--- src/inc/i2c_status_pkg.sv ---
`default_nettype none
package i2c_status_pkg;
  // Register byte offsets on the AXI4-Lite port.
  localparam logic [7:0] OFS_STATUS     = 8'h00;
  localparam logic [7:0] OFS_RX_DATA    = 8'h04;
  localparam logic [7:0] OFS_TX_DATA    = 8'h08;
  localparam logic [7:0] OFS_CONFIG     = 8'h0c;
  localparam logic [7:0] OFS_IRQ_MASK   = 8'h10;
  localparam logic [7:0] OFS_IRQ_STATUS = 8'h14;

  // Field positions, shared by status, interrupt status and mask.
  localparam int unsigned BIT_ID_LO  = 11;
  localparam int unsigned BIT_STOP   = 10;
  localparam int unsigned BIT_GC_LO  = 8;
  localparam int unsigned BIT_GC_IRQ = 7;
  localparam int unsigned BIT_BUSY   = 6;
  localparam int unsigned BIT_NACK   = 5;
  localparam int unsigned BIT_RX_OVF = 4;
  localparam int unsigned BIT_RX_IRQ = 3;
  localparam int unsigned BIT_TX_IRQ = 2;
  localparam int unsigned BIT_TX_UNF = 1;

  // Self-clearing command bits of the port configuration register.
  localparam int unsigned CFG_GC_CLEAR = 8;
  localparam int unsigned CFG_RX_FLUSH = 9;
  localparam logic [15:0] CFG_STORE_MASK = 16'hfcff;

  // Reset values.
  localparam logic [15:0] STATUS_RESET = 16'h0000;
  localparam logic [15:0] CONFIG_RESET = 16'h0000;
  localparam logic [15:0] MASK_RESET   = 16'h0000;
  localparam logic [15:0] PEND_RESET   = 16'h0000;

  // General call type codes.
  localparam logic [1:0] GC_NONE       = 2'h0;
  localparam logic [1:0] GC_RESET_PROG = 2'h1;
  localparam logic [1:0] GC_PROG       = 2'h2;
  localparam logic [1:0] GC_ALT_ID     = 2'h3;

  localparam logic [1:0] RESP_OKAY   = 2'h0;
  localparam logic [1:0] RESP_SLVERR = 2'h2;

  function automatic logic addr_mapped(input logic [7:0] a);
    addr_mapped = (a == OFS_STATUS) || (a == OFS_RX_DATA) || (a == OFS_TX_DATA) ||
                  (a == OFS_CONFIG) || (a == OFS_IRQ_MASK) || (a == OFS_IRQ_STATUS);
  endfunction : addr_mapped

  function automatic logic [15:0] merge_strobe(input logic [15:0] old, input logic [31:0] data,
                                               input logic [3:0] strb);
    merge_strobe = old;
    if (strb[0]) begin
      merge_strobe[7:0] = data[7:0];
    end
    if (strb[1]) begin
      merge_strobe[15:8] = data[15:8];
    end
  endfunction : merge_strobe
endpackage : i2c_status_pkg
`default_nettype wire

--- src/i2c_slave_status_flags.sv ---
// What this block does
// - Report which of four slave identifiers matched, codes 00 to 11.
// - Stop after start and address match sets flag; status read clears it.
// - Encode general call type: none, reset+program, program, alternative identifier.
// - Any general call sets its interrupt flag; configuration bit 8 clears it.
// - General call reset returns registers to defaults, except busy, which follows activity, and the general call type and interrupt flag, which it sets.
// - Hardware general call second byte is pushed into the receive FIFO.
// - Busy flag follows slave activity with no software action.
// - Data request with empty transmit FIFO sets no-ack; status read clears.
// - Receive FIFO overflow sets flag; status read clears it.
// - Received byte sets receive flag; data read or flush clears it.
// - Transmit interrupt flag clears when software writes transmit data.
// - Transmit underflow sets flag; transmit data write clears it.
`timescale 1ns/10ps
`default_nettype none
module i2c_slave_status_flags (
  input  wire logic        clk_in,
  input  wire logic        resetn_in,
  input  wire logic [7:0]  s_axi_awaddr_in,
  input  wire logic        s_axi_awvalid_in,
  output logic             s_axi_awready_out,
  input  wire logic [31:0] s_axi_wdata_in,
  input  wire logic [3:0]  s_axi_wstrb_in,
  input  wire logic        s_axi_wvalid_in,
  output logic             s_axi_wready_out,
  output logic [1:0]       s_axi_bresp_out,
  output logic             s_axi_bvalid_out,
  input  wire logic        s_axi_bready_in,
  input  wire logic [7:0]  s_axi_araddr_in,
  input  wire logic        s_axi_arvalid_in,
  output logic             s_axi_arready_out,
  output logic [31:0]      s_axi_rdata_out,
  output logic [1:0]       s_axi_rresp_out,
  output logic             s_axi_rvalid_out,
  input  wire logic        s_axi_rready_in,
  input  wire logic        addr_match_in,
  input  wire logic [1:0]  addr_id_in,
  input  wire logic        stop_in,
  input  wire logic        gencall_in,
  input  wire logic [1:0]  gencall_type_in,
  input  wire logic        gencall_hw_byte_in,
  input  wire logic [7:0]  gencall_byte_in,
  input  wire logic        slave_active_in,
  input  wire logic        tx_request_in,
  input  wire logic        tx_fifo_empty_in,
  input  wire logic        rx_fifo_overflow_in,
  input  wire logic        rx_byte_in,
  input  wire logic [7:0]  rx_fifo_data_in,
  input  wire logic        tx_done_in,
  input  wire logic        tx_fifo_underflow_in,
  output logic             rx_push_out,
  output logic [7:0]       rx_push_data_out,
  output logic             rx_pop_out,
  output logic             rx_flush_out,
  output logic             tx_push_out,
  output logic [7:0]       tx_push_data_out,
  output logic [15:0]      config_out,
  output logic             soft_reset_out,
  output logic             irq_out
);

  logic        aw_held;
  logic [7:0]  aw_addr;
  logic        w_held;
  logic [31:0] w_data;
  logic [3:0]  w_strb;
  logic        do_write;
  logic        rd_take;
  logic        status_read;
  logic        pend_read;
  logic        rx_data_read;
  logic        tx_data_write;
  logic        config_write;
  logic        gc_clear;
  logic        rx_flush;
  logic        gc_reset;
  logic        armed;
  logic        stop_set;
  logic        nack_set;
  logic [1:0]  id_code;
  logic [1:0]  gc_type;
  logic        stop_flag;
  logic        gc_irq;
  logic        busy;
  logic        nack;
  logic        rx_ovf;
  logic        rx_irq;
  logic        tx_irq;
  logic        tx_unf;
  logic [15:0] status_word;
  logic [15:0] events;
  logic [15:0] irq_pend;
  logic [15:0] irq_mask;
  logic [15:0] config_reg;
  logic [31:0] next_rdata;

  // The bus is never stalled by the flag logic, so every access completes.
  assign s_axi_awready_out = !aw_held && !s_axi_bvalid_out;
  assign s_axi_wready_out  = !w_held && !s_axi_bvalid_out;
  assign s_axi_arready_out = !s_axi_rvalid_out;
  assign do_write          = aw_held && w_held && !s_axi_bvalid_out;
  assign rd_take           = s_axi_arvalid_in && s_axi_arready_out;

  assign status_read   = rd_take && (s_axi_araddr_in == i2c_status_pkg::OFS_STATUS);
  assign pend_read     = rd_take && (s_axi_araddr_in == i2c_status_pkg::OFS_IRQ_STATUS);
  assign rx_data_read  = rd_take && (s_axi_araddr_in == i2c_status_pkg::OFS_RX_DATA);
  assign tx_data_write = do_write && (aw_addr == i2c_status_pkg::OFS_TX_DATA) && w_strb[0];
  assign config_write  = do_write && (aw_addr == i2c_status_pkg::OFS_CONFIG);
  assign gc_clear      = config_write && w_strb[1] && w_data[i2c_status_pkg::CFG_GC_CLEAR];
  assign rx_flush      = config_write && w_strb[1] && w_data[i2c_status_pkg::CFG_RX_FLUSH];

  assign gc_reset = gencall_in && (gencall_type_in == i2c_status_pkg::GC_RESET_PROG);
  assign stop_set = stop_in && armed;
  assign nack_set = tx_request_in && tx_fifo_empty_in;

  always_ff @(posedge clk_in or negedge resetn_in) begin
    if (!resetn_in) begin
      aw_held <= 1'b0;
      aw_addr <= 8'h00;
    end else if (s_axi_awvalid_in && s_axi_awready_out) begin
      aw_held <= 1'b1;
      aw_addr <= s_axi_awaddr_in;
    end else if (do_write) begin
      aw_held <= 1'b0;
    end
  end

  always_ff @(posedge clk_in or negedge resetn_in) begin
    if (!resetn_in) begin
      w_held <= 1'b0;
      w_data <= 32'h0000_0000;
      w_strb <= 4'h0;
    end else if (s_axi_wvalid_in && s_axi_wready_out) begin
      w_held <= 1'b1;
      w_data <= s_axi_wdata_in;
      w_strb <= s_axi_wstrb_in;
    end else if (do_write) begin
      w_held <= 1'b0;
    end
  end

  always_ff @(posedge clk_in or negedge resetn_in) begin
    if (!resetn_in) begin
      s_axi_bvalid_out <= 1'b0;
      s_axi_bresp_out  <= i2c_status_pkg::RESP_OKAY;
    end else if (do_write) begin
      s_axi_bvalid_out <= 1'b1;
      s_axi_bresp_out  <= i2c_status_pkg::addr_mapped(aw_addr) ?
                          i2c_status_pkg::RESP_OKAY : i2c_status_pkg::RESP_SLVERR;
    end else if (s_axi_bready_in) begin
      s_axi_bvalid_out <= 1'b0;
    end
  end

  always_comb begin
    next_rdata = 32'h0000_0000;
    unique case (s_axi_araddr_in)
      i2c_status_pkg::OFS_STATUS:     next_rdata[15:0] = status_word;
      i2c_status_pkg::OFS_RX_DATA:    next_rdata[7:0]  = rx_fifo_data_in;
      i2c_status_pkg::OFS_CONFIG:     next_rdata[15:0] = config_reg;
      i2c_status_pkg::OFS_IRQ_MASK:   next_rdata[15:0] = irq_mask;
      i2c_status_pkg::OFS_IRQ_STATUS: next_rdata[15:0] = irq_pend;
      default:                        next_rdata = 32'h0000_0000;
    endcase
  end

  always_ff @(posedge clk_in or negedge resetn_in) begin
    if (!resetn_in) begin
      s_axi_rvalid_out <= 1'b0;
      s_axi_rdata_out  <= 32'h0000_0000;
      s_axi_rresp_out  <= i2c_status_pkg::RESP_OKAY;
    end else if (rd_take) begin
      s_axi_rvalid_out <= 1'b1;
      s_axi_rdata_out  <= next_rdata;
      s_axi_rresp_out  <= i2c_status_pkg::addr_mapped(s_axi_araddr_in) ?
                          i2c_status_pkg::RESP_OKAY : i2c_status_pkg::RESP_SLVERR;
    end else if (s_axi_rready_in) begin
      s_axi_rvalid_out <= 1'b0;
    end
  end

  // Armed from address match until the stop, so a stop without a match sets nothing.
  always_ff @(posedge clk_in or negedge resetn_in) begin
    if (!resetn_in) begin
      armed <= 1'b0;
    end else if (stop_in) begin
      armed <= 1'b0;
    end else if (addr_match_in) begin
      armed <= 1'b1;
    end
  end

  always_ff @(posedge clk_in or negedge resetn_in) begin
    if (!resetn_in) begin
      id_code <= 2'h0;
    end else if (addr_match_in) begin
      id_code <= addr_id_in;
    end else if (gc_reset) begin
      id_code <= 2'h0;
    end
  end

  // The type is kept until the next address phase replaces it.
  always_ff @(posedge clk_in or negedge resetn_in) begin
    if (!resetn_in) begin
      gc_type <= i2c_status_pkg::GC_NONE;
    end else if (gencall_in) begin
      gc_type <= gencall_type_in;
    end else if (addr_match_in) begin
      gc_type <= i2c_status_pkg::GC_NONE;
    end
  end

  always_ff @(posedge clk_in or negedge resetn_in) begin
    if (!resetn_in) begin
      stop_flag <= 1'b0;
    end else if (stop_set) begin
      stop_flag <= 1'b1;
    end else if (status_read || gc_reset) begin
      stop_flag <= 1'b0;
    end
  end

  always_ff @(posedge clk_in or negedge resetn_in) begin
    if (!resetn_in) begin
      gc_irq <= 1'b0;
    end else if (gencall_in) begin
      gc_irq <= 1'b1;
    end else if (gc_clear) begin
      gc_irq <= 1'b0;
    end
  end

  always_ff @(posedge clk_in or negedge resetn_in) begin
    if (!resetn_in) begin
      busy <= 1'b0;
    end else begin
      busy <= slave_active_in;
    end
  end

  always_ff @(posedge clk_in or negedge resetn_in) begin
    if (!resetn_in) begin
      nack <= 1'b0;
    end else if (nack_set) begin
      nack <= 1'b1;
    end else if (status_read || gc_reset) begin
      nack <= 1'b0;
    end
  end

  always_ff @(posedge clk_in or negedge resetn_in) begin
    if (!resetn_in) begin
      rx_ovf <= 1'b0;
    end else if (rx_fifo_overflow_in) begin
      rx_ovf <= 1'b1;
    end else if (status_read || gc_reset) begin
      rx_ovf <= 1'b0;
    end
  end

  always_ff @(posedge clk_in or negedge resetn_in) begin
    if (!resetn_in) begin
      rx_irq <= 1'b0;
    end else if (rx_byte_in) begin
      rx_irq <= 1'b1;
    end else if (rx_data_read || rx_flush || gc_reset) begin
      rx_irq <= 1'b0;
    end
  end

  always_ff @(posedge clk_in or negedge resetn_in) begin
    if (!resetn_in) begin
      tx_irq <= 1'b0;
    end else if (tx_done_in) begin
      tx_irq <= 1'b1;
    end else if (tx_data_write || gc_reset) begin
      tx_irq <= 1'b0;
    end
  end

  always_ff @(posedge clk_in or negedge resetn_in) begin
    if (!resetn_in) begin
      tx_unf <= 1'b0;
    end else if (tx_fifo_underflow_in) begin
      tx_unf <= 1'b1;
    end else if (tx_data_write || gc_reset) begin
      tx_unf <= 1'b0;
    end
  end

  always_comb begin
    status_word = i2c_status_pkg::STATUS_RESET;
    status_word[i2c_status_pkg::BIT_ID_LO +: 2] = id_code;
    status_word[i2c_status_pkg::BIT_STOP]       = stop_flag;
    status_word[i2c_status_pkg::BIT_GC_LO +: 2] = gc_type;
    status_word[i2c_status_pkg::BIT_GC_IRQ]     = gc_irq;
    status_word[i2c_status_pkg::BIT_BUSY]       = busy;
    status_word[i2c_status_pkg::BIT_NACK]       = nack;
    status_word[i2c_status_pkg::BIT_RX_OVF]     = rx_ovf;
    status_word[i2c_status_pkg::BIT_RX_IRQ]     = rx_irq;
    status_word[i2c_status_pkg::BIT_TX_IRQ]     = tx_irq;
    status_word[i2c_status_pkg::BIT_TX_UNF]     = tx_unf;
  end

  always_comb begin
    events = 16'h0000;
    events[i2c_status_pkg::BIT_STOP]   = stop_set;
    events[i2c_status_pkg::BIT_GC_IRQ] = gencall_in;
    events[i2c_status_pkg::BIT_NACK]   = nack_set;
    events[i2c_status_pkg::BIT_RX_OVF] = rx_fifo_overflow_in;
    events[i2c_status_pkg::BIT_RX_IRQ] = rx_byte_in;
    events[i2c_status_pkg::BIT_TX_IRQ] = tx_done_in;
    events[i2c_status_pkg::BIT_TX_UNF] = tx_fifo_underflow_in;
  end

  // A read clears the sticky bits, but an event in the same cycle survives it.
  always_ff @(posedge clk_in or negedge resetn_in) begin
    if (!resetn_in) begin
      irq_pend <= i2c_status_pkg::PEND_RESET;
    end else if (pend_read || gc_reset) begin
      irq_pend <= events;
    end else begin
      irq_pend <= irq_pend | events;
    end
  end

  always_ff @(posedge clk_in or negedge resetn_in) begin
    if (!resetn_in) begin
      irq_mask <= i2c_status_pkg::MASK_RESET;
    end else if (gc_reset) begin
      irq_mask <= i2c_status_pkg::MASK_RESET;
    end else if (do_write && (aw_addr == i2c_status_pkg::OFS_IRQ_MASK)) begin
      irq_mask <= i2c_status_pkg::merge_strobe(irq_mask, w_data, w_strb);
    end
  end

  // Command bits 8 and 9 act once and are never stored, so they read back as zero.
  always_ff @(posedge clk_in or negedge resetn_in) begin
    if (!resetn_in) begin
      config_reg <= i2c_status_pkg::CONFIG_RESET;
    end else if (gc_reset) begin
      config_reg <= i2c_status_pkg::CONFIG_RESET;
    end else if (config_write) begin
      config_reg <= i2c_status_pkg::merge_strobe(config_reg, w_data, w_strb) &
                    i2c_status_pkg::CFG_STORE_MASK;
    end
  end

  assign config_out = config_reg;
  assign irq_out    = |(irq_pend & irq_mask);

  always_ff @(posedge clk_in or negedge resetn_in) begin
    if (!resetn_in) begin
      rx_push_out      <= 1'b0;
      rx_push_data_out <= 8'h00;
    end else begin
      rx_push_out <= gencall_hw_byte_in;
      if (gencall_hw_byte_in) begin
        rx_push_data_out <= gencall_byte_in;
      end
    end
  end

  always_ff @(posedge clk_in or negedge resetn_in) begin
    if (!resetn_in) begin
      tx_push_out      <= 1'b0;
      tx_push_data_out <= 8'h00;
    end else begin
      tx_push_out <= tx_data_write;
      if (tx_data_write) begin
        tx_push_data_out <= w_data[7:0];
      end
    end
  end

  // Pulses to the FIFOs and engine are registered so they leave on clean edges.
  always_ff @(posedge clk_in or negedge resetn_in) begin
    if (!resetn_in) begin
      rx_pop_out     <= 1'b0;
      rx_flush_out   <= 1'b0;
      soft_reset_out <= 1'b0;
    end else begin
      rx_pop_out     <= rx_data_read;
      rx_flush_out   <= rx_flush;
      soft_reset_out <= gc_reset;
    end
  end

endmodule : i2c_slave_status_flags
`default_nettype wire

--- config.mk ---
export PLATFORM = sky130hd
export DESIGN_NAME = i2c_slave_status_flags
export DESIGN_NICKNAME = d
export VERILOG_FILES = /design/src/inc/i2c_status_pkg.sv /design/src/i2c_slave_status_flags.sv
export SDC_FILE = /design/constraint.sdc
export NUM_CORES = 1
export LEC_CHECK = 0
export ABC_AREA = 1
export BUFFER_PORTS_ARGS = -buffer_cell sky130_fd_sc_hd__buf_4
export CORE_MARGIN = 2
export CORE_UTILIZATION = 50
export CTS_CLUSTER_SIZE = 8
export DETAILED_ROUTE_END_ITERATION = 7
export GPL_ROUTABILITY_DRIVEN = 0
export PLACE_DENSITY = 0.76
export SLEW_MARGIN = 20
export SYNTH_ARGS = -nofsm -noshare
export SYNTH_HDL_FRONTEND = slang
export SYNTH_SLANG_ARGS = --single-unit
export TNS_END_PERCENT = 1
--- constraint.sdc ---
create_clock -name clk_in -period 1.6 [get_ports clk_in]
set_input_delay 0.08 -clock clk_in [delete_from_list [all_inputs] [get_ports clk_in]]
set_output_delay 0.08 -clock clk_in [all_outputs]
set_load 0.05 [all_outputs]
Word level (Yosys, flattened, before mapping)

Cells that the tools add are included.

Register bits: 132
Input port bits: 90
Output and inout port bits: 79
Logic and storage cells: 147

Eq/ne operators: 11
Multiplexer cells: 36
Bitwise gates (word level): 2
Reduce and logical (&&, ||, !) cells: 64

Operators with widths:

| cell               | count |
|---|---|
| $mux 16            | 5 |
| $pmux 8 s5         | 1 |
| $reduce_bool 2->1  | 18 |
| $eq 8x4->1 const B | 4 |
| $eq 8x5->1 const B | 4 |
| $pmux 8 s4         | 1 |
| $mux 8             | 3 |
| $logic_and 1x1->1  | 20 |
| $mux 1             | 20 |
| $and 16x16->16     | 1 |
| $eq 8x3->1 const B | 2 |
| $logic_not 8->1    | 2 |
| $or 16x11->16      | 1 |
| $reduce_or 16->1   | 1 |
| $logic_or 1x1->1   | 15 |
| $mux 2             | 6 |
| $reduce_and 2->1   | 4 |
| $logic_not 1->1    | 4 |
| $eq 2x1->1 const B | 1 |

Depth between registers and ports, before layout

Gate-level depths: netlist of run 1.

Word-level depth: 9
Depth in mapped cells: 9
Mapped depth without buffers: 9

Worst setup path after synthesis of run 1

Ideal clock, no wire load.

Kind: register -> register
From: reg s_axi_bvalid_out
To: reg w_data[10]
Arrival time: 2056 ps
Path slack: -584 ps
Cell stages (with the launch flop): 5
Buffers on the path: 1
Period minus slack after synthesis: 2184 ps
Cell sequence: dfrtp_1 > nor2_1 > nand2_1 > buf_2 > mux2_1

Longest elaborated chain between the ends: 3

RTL lines:

| what                     | RTL line                      | source |
|---|---|---|
| start: declaration       | i2c_slave_status_flags.sv:27  | `output logic s_axi_bvalid_out,` |
| start signal: assignment | i2c_slave_status_flags.sv:144 | `s_axi_bvalid_out <= 1'b0;` |
| start signal: assignment | i2c_slave_status_flags.sv:147 | `s_axi_bvalid_out <= 1'b1;` |
| start signal: assignment | i2c_slave_status_flags.sv:151 | `s_axi_bvalid_out <= 1'b0;` |
| $logic_not 1->1          | i2c_slave_status_flags.sv:99  | `assign s_axi_wready_out = !w_held && !s_axi_bvalid_out;` |
| $logic_and 1x1->1        | i2c_slave_status_flags.sv:99  |  |
| via s_axi_wready_out     | i2c_slave_status_flags.sv:25  | `output logic s_axi_wready_out,` |
| $logic_and 1x1->1        | i2c_slave_status_flags.sv:133 | `end else if (s_axi_wvalid_in && s_axi_wready_out) begin` |
| end signal: assignment   | i2c_slave_status_flags.sv:135 | `w_data <= s_axi_wdata_in;` |
| end: declaration         | i2c_slave_status_flags.sv:65  | `logic [31:0] w_data;` |

The timed path passes the listed nets, and every way through them passes these cells.
A chain may end at the register's enable or synchronous reset.

Final worst setup path of run 1

From: reg irq_pend[5]
To: out irq_out

Longest elaborated chain between the ends: 2

RTL lines:

| what                     | RTL line                      | source |
|---|---|---|
| start: declaration       | i2c_slave_status_flags.sv:92  | `logic [15:0] irq_pend;` |
| start signal: assignment | i2c_slave_status_flags.sv:320 | `irq_pend <= i2c_status_pkg::PEND_RESET;` |
| start signal: assignment | i2c_slave_status_flags.sv:322 | `irq_pend <= events;` |
| start signal: assignment | i2c_slave_status_flags.sv:324 | `irq_pend <= irq_pend \| events;` |
| $and 16x16->16           | i2c_slave_status_flags.sv:351 | `assign irq_out = \|(irq_pend & irq_mask);` |
| $reduce_or 16->1         | i2c_slave_status_flags.sv:351 |  |
| end: declaration         | i2c_slave_status_flags.sv:59  | `output logic irq_out` |

Every way passes these cells.

==> impl.org, run 1 <==
** Status
- The run finished, with violations left.
- The final reports fail on setup timing.

** Setup path
- STA classifies the critical path startpoint as a register.
- R2r setup slk :: 0.06 ns
- The worst register-to-register path has a depth of 6.
- Critical Path Source :: irq_pend[5]
- In this run the critical register-to-register path is captured at config_out[0].
- In this design, the critical path's most frequently occurring cell is sky130_fd_sc_hd__nand2_1.
- The worst setup path is of the reg -> out kind.
- Longest individual stage delay on the worst path :: 0.39 ns
- CP max stage cell :: sky130_fd_sc_hd__dfrtp_1
- The worst setup path is captured at a primary output.
- WP buf/inv :: 1
- In this run the critical register-to-register path is launched from s_axi_bvalid_out.
- On the critical path the largest part of the delay comes from flip-flops.
- Largest fanout of any net on the critical path :: 2
- Required @ worst endpoint :: 1.52 ns
- Walking the worst path, the cells encountered are nand2_1, nand2_1, a221oi_2, nand4_1, buf_6.
- For the worst setup path, the data arrival time is 1.60 ns.

** GRT
- Global route overflow :: 0
- The first global-routing pass estimated 24.2 mm of wire.
- Via count of the first global-routing pass :: 5,087
- Antenna violations before repair :: 0
- Entering global routing, the biggest net connects 62 pins.
- Global routing consumed, over all layers together, 26.9% of the routing resources.

** Job
- The tool flagged a number of max-cap violations equal to 0.

** Logic synthesis
- By count the netlist is led by 153 x sky130_fd_sc_hd__nand2_1, 119 x sky130_fd_sc_hd__dfrtp_1, 77 x sky130_fd_sc_hd__nand3_1.
- Synthesized flop and latch total :: 119
- Most instantiated flip-flop cell in the synthesis netlist :: sky130_fd_sc_hd__dfrtp_1
- Cell with the most instances after synthesis :: sky130_fd_sc_hd__nand2_1
- Async set or reset register ratio after synthesis :: 100%
- By area the synthesized netlist is led by sky130_fd_sc_hd__dfrtp_1 55%, sky130_fd_sc_hd__nand2_1 11%, sky130_fd_sc_hd__nand3_1 7.1%, sky130_fd_sc_hd__nor2_1 3.4%, sky130_fd_sc_hd__buf_4 3.2%.
- In the synthesized netlist, the number of instances is 608.
- The synthesized netlist occupies a cell area of 5440 sq um.
- Proportion of synthesized chip area in sequential cells :: 54.8%
- The synthesized netlist contains 31 unique library cells.
- Synthesized area divided by synthesized cell count :: 8.94 sq um
- Synth area leader :: sky130_fd_sc_hd__dfrtp_1
- Post-synth EDFFs :: 0
- After synthesis, the largest area contributor takes up 54.8% of total cell area.
- Yosys printed 0 warnings.

** Detailed routing
- The detailed router finished its first iteration with 334 violations.
- Summed over all layers, the routed wires come to 15.0 mm.
- DR vias :: 4,985
- In this run the remaining antenna-violating nets after routing total 0.
- Met2 WL :: 7.50 mm
- Average detailed-routed wire length per instance :: 15.3 microns
- Met3 WL :: 1.05 mm
- The first detailed-routing pass took 5 iterations.
- Uppermost layer routed :: met4
- In the final routing, the length of wire on met1 measures 6.11 mm.
- Detailed-route DRC error count :: 0
- After detailed routing, the number of vias per cell comes to 5.07.

** Finish
- The multi-input combinational cells in the finished layout cover a total of 2120 sq um.
- The sequential cells in the finished layout cover a total of 2980 sq um.
- Filler cells :: 735
- Antenna cells :: 0
- The area growth from synthesis to layout is 47.2%.
- Count of placed standard cells in the final layout, fillers left out :: 983
- In the final layout, the share of cells above drive strength 1 is 28.9%.
- Net count of the finished layout :: 920

** Clocking
- Clk_lat worst skew :: 0.52 ns
- Clock-pin transition on the worst setup and hold timing paths :: 0.05 ns
- The clock passes through at most 2 buffers.
- Number of buffers created by CTS :: 17
- CTS tree :: done
- CTS root buf :: sky130_fd_sc_hd__clkbuf_8
- The H-tree was split into 4 levels.
- Num Clock Sinks :: 119

** Min path
- The worst hold path terminates at soft_reset_out.
- Worst Hold Depth :: 4
- The path class of the tightest hold or removal check is in -> reg.
- The worst hold path begins at gencall_type_in[1].

** Floorplan
- After floorplanning, the core was sized to cover 10,700 sq um.
- Initial Utilization :: 50.6%
- Count of standard-cell rows :: 38
- X dimension of the die :: 108 microns
- 169 I/O pins were placed.
- The floorplan step defined a die boundary enclosing 11,700 sq um.
- Y dimension of the die :: 108 microns

** Place
- Number of cells in the design after placement :: 873
- OpenSTA, run right after detailed placement, puts the worst setup slack at 0.0798 ns.
- The wire-length estimate of the detail-placed layout is 9.79 mm.
- Count of buffers from port buffering :: 130

** STA
- Final critical-path required period :: 1.68 ns
- Fin. max-slew vios :: 0
- Final setup TNS :: -0.0825 ns
- The number of hold violations in the final report is 0.
- After layout, the worst setup slack is -0.0825 ns.
- Setup repair after global routing missed its margin :: true
- Setup violations remaining at the end of the flow were counted as 1.
- Based on the critical path, the design can be clocked at up to 594 MHz.
- Post-route clock period utilization :: 105%
- Worst clock skew :: 0.00681 ns

** Pwr
- Leakage power figure :: 0.00415 uW
- Power density relative to cell area :: 1460 nW/um^2
- Maximum vdd drop :: 0.000990 V
stage by stage:
stage	hold slack [ns]	area [sq um]	utilization [%]	power [uW]
after floorplan	-0.216	5520	-	6340
after global placement	-0.0946	6540	60.9	7210
after detailed placement	-0.0926	6540	60.9	7320
after CTS	0.0470	7970	74.1	11700
after global routing	0.0444	8000	74.5	12200
final	0.0478	8000	74.5	11700
timing repair:
| action | CTS | global route |
|---|---|---|
| hold endpoints to repair | 186 | 0 |
| pin swaps | 1 | 1 |
| gates resized for setup | 2 | 9 |
| endpoints found under the setup margin | 1 | 18 |
| hold buffers | 74 | 0 |
| buffers inserted | 4 | 0 |
sequential cells by signal, indices dropped and copies added (netlist names), 7 cells and up:
| register | count |
|---|---|
| config_out | 14 |
| rx_push_data_out | 8 |
| w_data | 16 |
| aw_addr | 8 |
| irq_mask | 16 |
| tx_push_data_out | 8 |
| s_axi_rdata_out | 16 |
| irq_pend | 7 |
cells by family after synthesis:
logic type	Yosys count	share of synthesized area, %
and+or+nand+nor	308	25.8
DFF	119	54.8
buffers and inverters	91	8.26
AOI/OAI and AO/OA	71	7.32
muxes	18	3.73
other	1	0.0690
where the power goes:
part           leakage (uW)  switching (uW)  internal (uW)
logic               0.00240            2170           1170
clock network      0.000310            1330           2760
registers           0.00145             556           3680
how the worst max path moves through the flow:
stage | to | slack (ns) | cells past startpoint
after global routing | irq_out | -0.13 | 5
after detailed placement | config_out[5] | 0.08 | 6
after floorplan | w_data[10] | -0.01 | 4
after CTS | irq_out | -0.10 | 5
final | irq_out | -0.08 | 5
after global placement | config_out[3] | 0.16 | 6
tightest hold or removal path, delay by kind of cell:
kind          cells  cell delay [ns]
buf+inv           3             0.27
simple gates      1             0.14
cells in the final DEF (no fill, tap or decap), drive strengths merged:
cell type     count
bufinv            5
nor2             58
o22ai             1
conb             20
o21ai            41
clkinv            6
a21oi            27
buf             148
clkbuf           19
nor3              4
clkinvlp          3
nand2           161
nand3            83
dlygate4sd3      72
mux2             18
o2111ai           1
dfrtp           119
inv              52
a221oi            1
dlymetal6s4s      2
nand4             2
layer usage:
layer	global-route usage, %	vias to the layer above
met3	8.92	31
li1	-	2384
met5	0	-
met2	45.5	197
met4	9.34	0
met1	32.3	2373
cell type report:
type,instances,share of cell area [%]
clock buffer,19,5.52
inverter,53,2.49
multi-input combinational,417,26.5
timing repair buffer,222,23.5
clock inverter,13,2.52
tap,140,2.19
sequential,119,37.2
Power figures use the tool's default switching activity.
==> run 2, diff against run 1 <==
- ABC_AREA: 1 -> unset
- PLACE_DENSITY: 0.76 -> 0.77
==> impl.org, run 2 <==
** Status
- Status: finished with violations (unchanged).
- Violations in the final reports :: setup timing (unchanged)

** Min path
- The source of the worst hold timing path is s_axi_araddr_in[3] (was gencall_type_in[1]).
- The hold-critical path depth was 3 (was 4).
- The sink of the worst hold path is s_axi_rdata_out[10] (was soft_reset_out).
- The path class of the lowest-slack min-delay path is in -> reg (unchanged).

** Detailed routing
- The average wire length per cell after detail routing is 17.8 microns (was 15.3 microns).
- Detailed-route DRC error count :: 0 (unchanged)
- DR vias :: 4,149 (was 4,985)
- The routed wire length is 14.0 mm (was 15.0 mm).
- The via count normalized by instance count was 5.29 (was 5.07).
- The remaining antenna violation count after routing was 0 (unchanged).
- The number of optimization iterations in the first detailed-route pass was 4 (was 5).
- The detailed router's first-iteration violation count came to 141 (was 334).

** Logic synthesis
- Count of unique library cells instantiated by Yosys :: 48 (was 31)
- Most instantiated flip-flop cell in the synthesis netlist :: sky130_fd_sc_hd__dfrtp_1 (unchanged)
- Async set or reset register ratio after synthesis :: 100% (unchanged)
- Syn. warnings :: 0 (unchanged)
- The count of mapped cells out of synthesis was 418 (was 608).
- The cell area after technology mapping came to 5270 sq um (was 5440 sq um).
- Synthesized area divided by synthesized cell count :: 12.6 sq um (was 8.94 sq um)
- The part of the Yosys area used for sequential elements is 56.6% (was 54.8%).
- The number of enable flip-flop cells after synthesis was 0 (unchanged).
- Commonest cells in the synthesized netlist :: 119 x sky130_fd_sc_hd__dfrtp_1, 44 x sky130_fd_sc_hd__mux2_2, 37 x sky130_fd_sc_hd__mux2i_1 (was 153 x sky130_fd_sc_hd__nand2_1, 119 x sky130_fd_sc_hd__dfrtp_1, 77 x sky130_fd_sc_hd__nand3_1)
- The proportion of netlist area held by the largest area contributor was 56.6% (was 54.8%).
- The most instantiated library cell after synthesis is sky130_fd_sc_hd__dfrtp_1 (was sky130_fd_sc_hd__nand2_1).
- Largest cells by area after synthesis: sky130_fd_sc_hd__dfrtp_1 57%, sky130_fd_sc_hd__mux2_2 9.4%, sky130_fd_sc_hd__mux2i_1 7.0%, sky130_fd_sc_hd__buf_4 2.9%, sky130_fd_sc_hd__nor2_2 2.9% (was sky130_fd_sc_hd__dfrtp_1 55%, sky130_fd_sc_hd__nand2_1 11%, sky130_fd_sc_hd__nand3_1 7.1%, sky130_fd_sc_hd__nor2_1 3.4%, sky130_fd_sc_hd__buf_4 3.2%).
- The top cell type by total area after synthesis is sky130_fd_sc_hd__dfrtp_1 (unchanged).
- Synthesized flop and latch total :: 119 (unchanged)

** Job
- The number of max-cap violations was 0 (unchanged).

** STA
- Final critical-path required period :: 1.93 ns (was 1.68 ns)
- The number of hold violations in the final report is 0 (unchanged).
- The final clock period utilization by the worst path is 121% (was 105%).
- Max_slew headroom :: 49.0%
- Worst clock skew :: 0.00792 ns (was 0.00681 ns)
- Worst path setup slack after routing :: -0.331 ns (was -0.0825 ns)
- Final setup TNS :: -12.15 ns (was -0.0825 ns)
- Final setup vio count :: 46 (was 1)
- Fin. max-slew vios :: 0 (unchanged)
- The tightest hold margin is 0.0199 ns (was 0.0478 ns).
- For the pin with the worst max-slew slack, the measured transition is 0.755 ns.
- Maximum frequency from static timing analysis :: 518 MHz (was 594 MHz)
- Setup repair after global routing missed its margin: true (unchanged).

** GRT
- Largest net degree at the start of global routing :: 44 (was 62)
- Global route overflow :: 0 (unchanged)
- Antenna violations before repair :: 0 (unchanged)
- Wire length of the first global-routing pass :: 22.5 mm (was 24.2 mm)
- The via count of the first global-routing pass was 4,491 (was 5,087).
- The overall global routing resource usage was 25.8% (was 26.9%).

** Finish
- The total of fill cells in the finished design is 646 (was 735).
- The final standard cell area without fillers came to 7860 sq um (was 8000 sq um).
- The layout net count was 728 (was 920).
- The area growth from synthesis to layout came to 49.3% (was 47.2%).
- Regs by FF count :: irq_mask x16, s_axi_rdata_out x16, w_data x16 (unchanged)
- Most frequent cells in the layout :: 147 x sky130_fd_sc_hd__buf_4, 118 x sky130_fd_sc_hd__dfrtp_1, 58 x sky130_fd_sc_hd__dlygate4sd3_1 (was 153 x sky130_fd_sc_hd__nand2_1, 145 x sky130_fd_sc_hd__buf_4, 117 x sky130_fd_sc_hd__dfrtp_1)
- Ratio of cells with drive above 1 in the final layout :: 43.0% (was 28.9%)
- The commonest non-fill, non-tap cell in the layout is sky130_fd_sc_hd__buf_4 (was sky130_fd_sc_hd__nand2_1).
- The number of diodes was 0 (unchanged).

** Floorplan
- X dimension of the die :: 107 microns (was 108 microns)
- The area of the core came to 10,300 sq um (was 10,700 sq um).
- Die outline area :: 11,400 sq um (was 11,700 sq um)
- The initial standard-cell utilization of the core is 51.2% (was 50.6%).
- Y dimension of the die :: 107 microns (was 108 microns)
- Count of standard-cell rows :: 37 (was 38)
- I/O pins :: 169 (unchanged)

** Setup path
- Worst reg2reg path startpoint :: aw_addr[2] (was s_axi_bvalid_out)
- Startpoint type of the worst setup path :: register (unchanged)
- The worst path required time came to 2.00 ns (was 1.52 ns).
- Critical path capture point type :: register (was primary output)
- The critical path start-end classification was reg -> reg (was reg -> out).
- Worst R2R Path Depth :: 4 (was 6)
- R2r setup slk :: -0.33 ns (was 0.06 ns)
- Data arrival at the endpoint of the critical path :: 2.33 ns (was 1.60 ns)
- The reg-to-reg endpoint is tx_push_data_out[4] (was config_out[0]).
- The maximum net fanout on the critical path was 10 (was 2).

** Clocking
- Number of buffers created by CTS :: 17 (unchanged)
- The total number of clock tree sinks came to 119 (unchanged).
- The clock-pin slew on the worst setup and hold paths came to 0.06 ns (was 0.05 ns).
- The clock tree from TritonCTS is done (unchanged).
- Clk_lat worst skew :: 0.51 ns (was 0.52 ns)
- The number of post-CTS setup repair buffers is 0 (was 4).
- The clock tree buffer depth is 2 (unchanged).
- The H-tree depth was 4 (unchanged).
- CTS root buf :: sky130_fd_sc_hd__clkbuf_8 (unchanged)

** Place
- Cell area reported after detailed placement :: 6640 sq um (was 6540 sq um)
- Count of buffers from port buffering :: 130 (unchanged)
- HPWL after detailed placement :: 9.25 mm (was 9.79 mm)

** Pwr
- The power density normalized to cell area is 1300 nW/um^2 (was 1460 nW/um^2).
- The worst ir drop on vdd came to 0.00105 V (was 0.000990 V).
- The static power due to leakage is 0.00367 uW (was 0.00415 uW).
## run 2: cell types whose count changed after synthesis, sizes merged, moves of 23 or more
cell | previous run | this run
nand2 | 161 | 30
inv | 52 | 6
mux2i | 0 | 37
nand3 | 83 | 2
a21oi | 27 | 4
mux2 | 18 | 44
## run 2: timing repair
item | in CTS | in global routing
setup endpoints to repair | 44 | 50
pin swaps | 3 | 4
resized for setup | 6 | 9
hold buffers | 60 | 0
endpoints found under the hold margin | 177 | 0
## run 2: per-stage QoR
stage | setup slack (ns) | total power, uW | util [%] | cells
2_1_floorplan | -0.349 | 5520 | - | 437
3_3_place_gp | -0.272 | 6380 | 64.6 | 695
3_5_place_dp | -0.321 | 6480 | 64.6 | 695
4_1_cts | -0.327 | 10300 | 76.2 | 785
5_1_grt | -0.404 | 10700 | 76.5 | 785
6_report | -0.331 | 10200 | 76.5 | 785
## run 2: worst max-delay path by stage
| stage | startpoint | end | slack [ns] | cells past startpoint |
|---|---|---|---|---|
| 2_1_floorplan | aw_addr[2] | irq_mask[10] | -0.35 | 4 |
| 3_3_place_gp | aw_addr[0] | tx_push_data_out[3] | -0.27 | 4 |
| 3_5_place_dp | aw_addr[0] | tx_push_data_out[4] | -0.32 | 4 |
| 4_1_cts | aw_addr[0] | irq_mask[13] | -0.33 | 6 |
| 5_1_grt | aw_addr[2] | tx_push_data_out[4] | -0.40 | 4 |
| 6_report | aw_addr[2] | tx_push_data_out[4] | -0.33 | 4 |
## run 2: kinds of logic (layout without fill, tap and decap cells)
group / count (synthesis) / in the layout / synth area share (%)
mux: 86 / 86 / 18.6
flops: 119 / 119 / 56.6
compound gates: 65 / 65 / 8.27
buf+inv: 45 / 257 / 4.80
simple gates: 101 / 101 / 11.5
other cells: 1 / 20 / 0.0712
xor+xnor: 1 / 1 / 0.166
## run 2: critical path, cell delays in order, from the launching register on
cell and delay [ns]:
sky130_fd_sc_hd__dfrtp_1 0.41, sky130_fd_sc_hd__or4bb_1 0.56, sky130_fd_sc_hd__nor4_4 0.29, sky130_fd_sc_hd__buf_6 0.20, sky130_fd_sc_hd__mux2_2 0.35
## run 2: metal layers
| layer | wire length (microns) | up-vias | track usage (%) | part of all wire (%) |
|---|---|---|---|---|
| met4 | 313 | 0 | 10.4 | 2.2 |
| met5 | 0 | - | 0 | 0 |
| met1 | 5550 | 2018 | 30.8 | 40 |
| met2 | 7070 | 201 | 44.0 | 51 |
| met3 | 1020 | 27 | 7.36 | 7.3 |
| li1 | - | 1903 | - | - |
## run 2: final cells by class
type | instances | area (sq um) | share of cell area [%]
clock buffers | 22 | 473 | 6.02
clock inverters | 8 | 97.6 | 1.24
inverters | 6 | 22.5 | 0.286
multi-input cells | 273 | 2170 | 27.7
flip-flops and latches | 119 | 2980 | 37.9
well taps | 136 | 170 | 2.16
repair buffers | 221 | 1950 | 24.7
## run 2: where the power goes
part	internal, uW	leakage [uW]	switching, uW
clock	2350	0.000275	1290
combinational	1240	0.00189	1340
sequential	3520	0.00150	510
total	7110	0.00367	3140
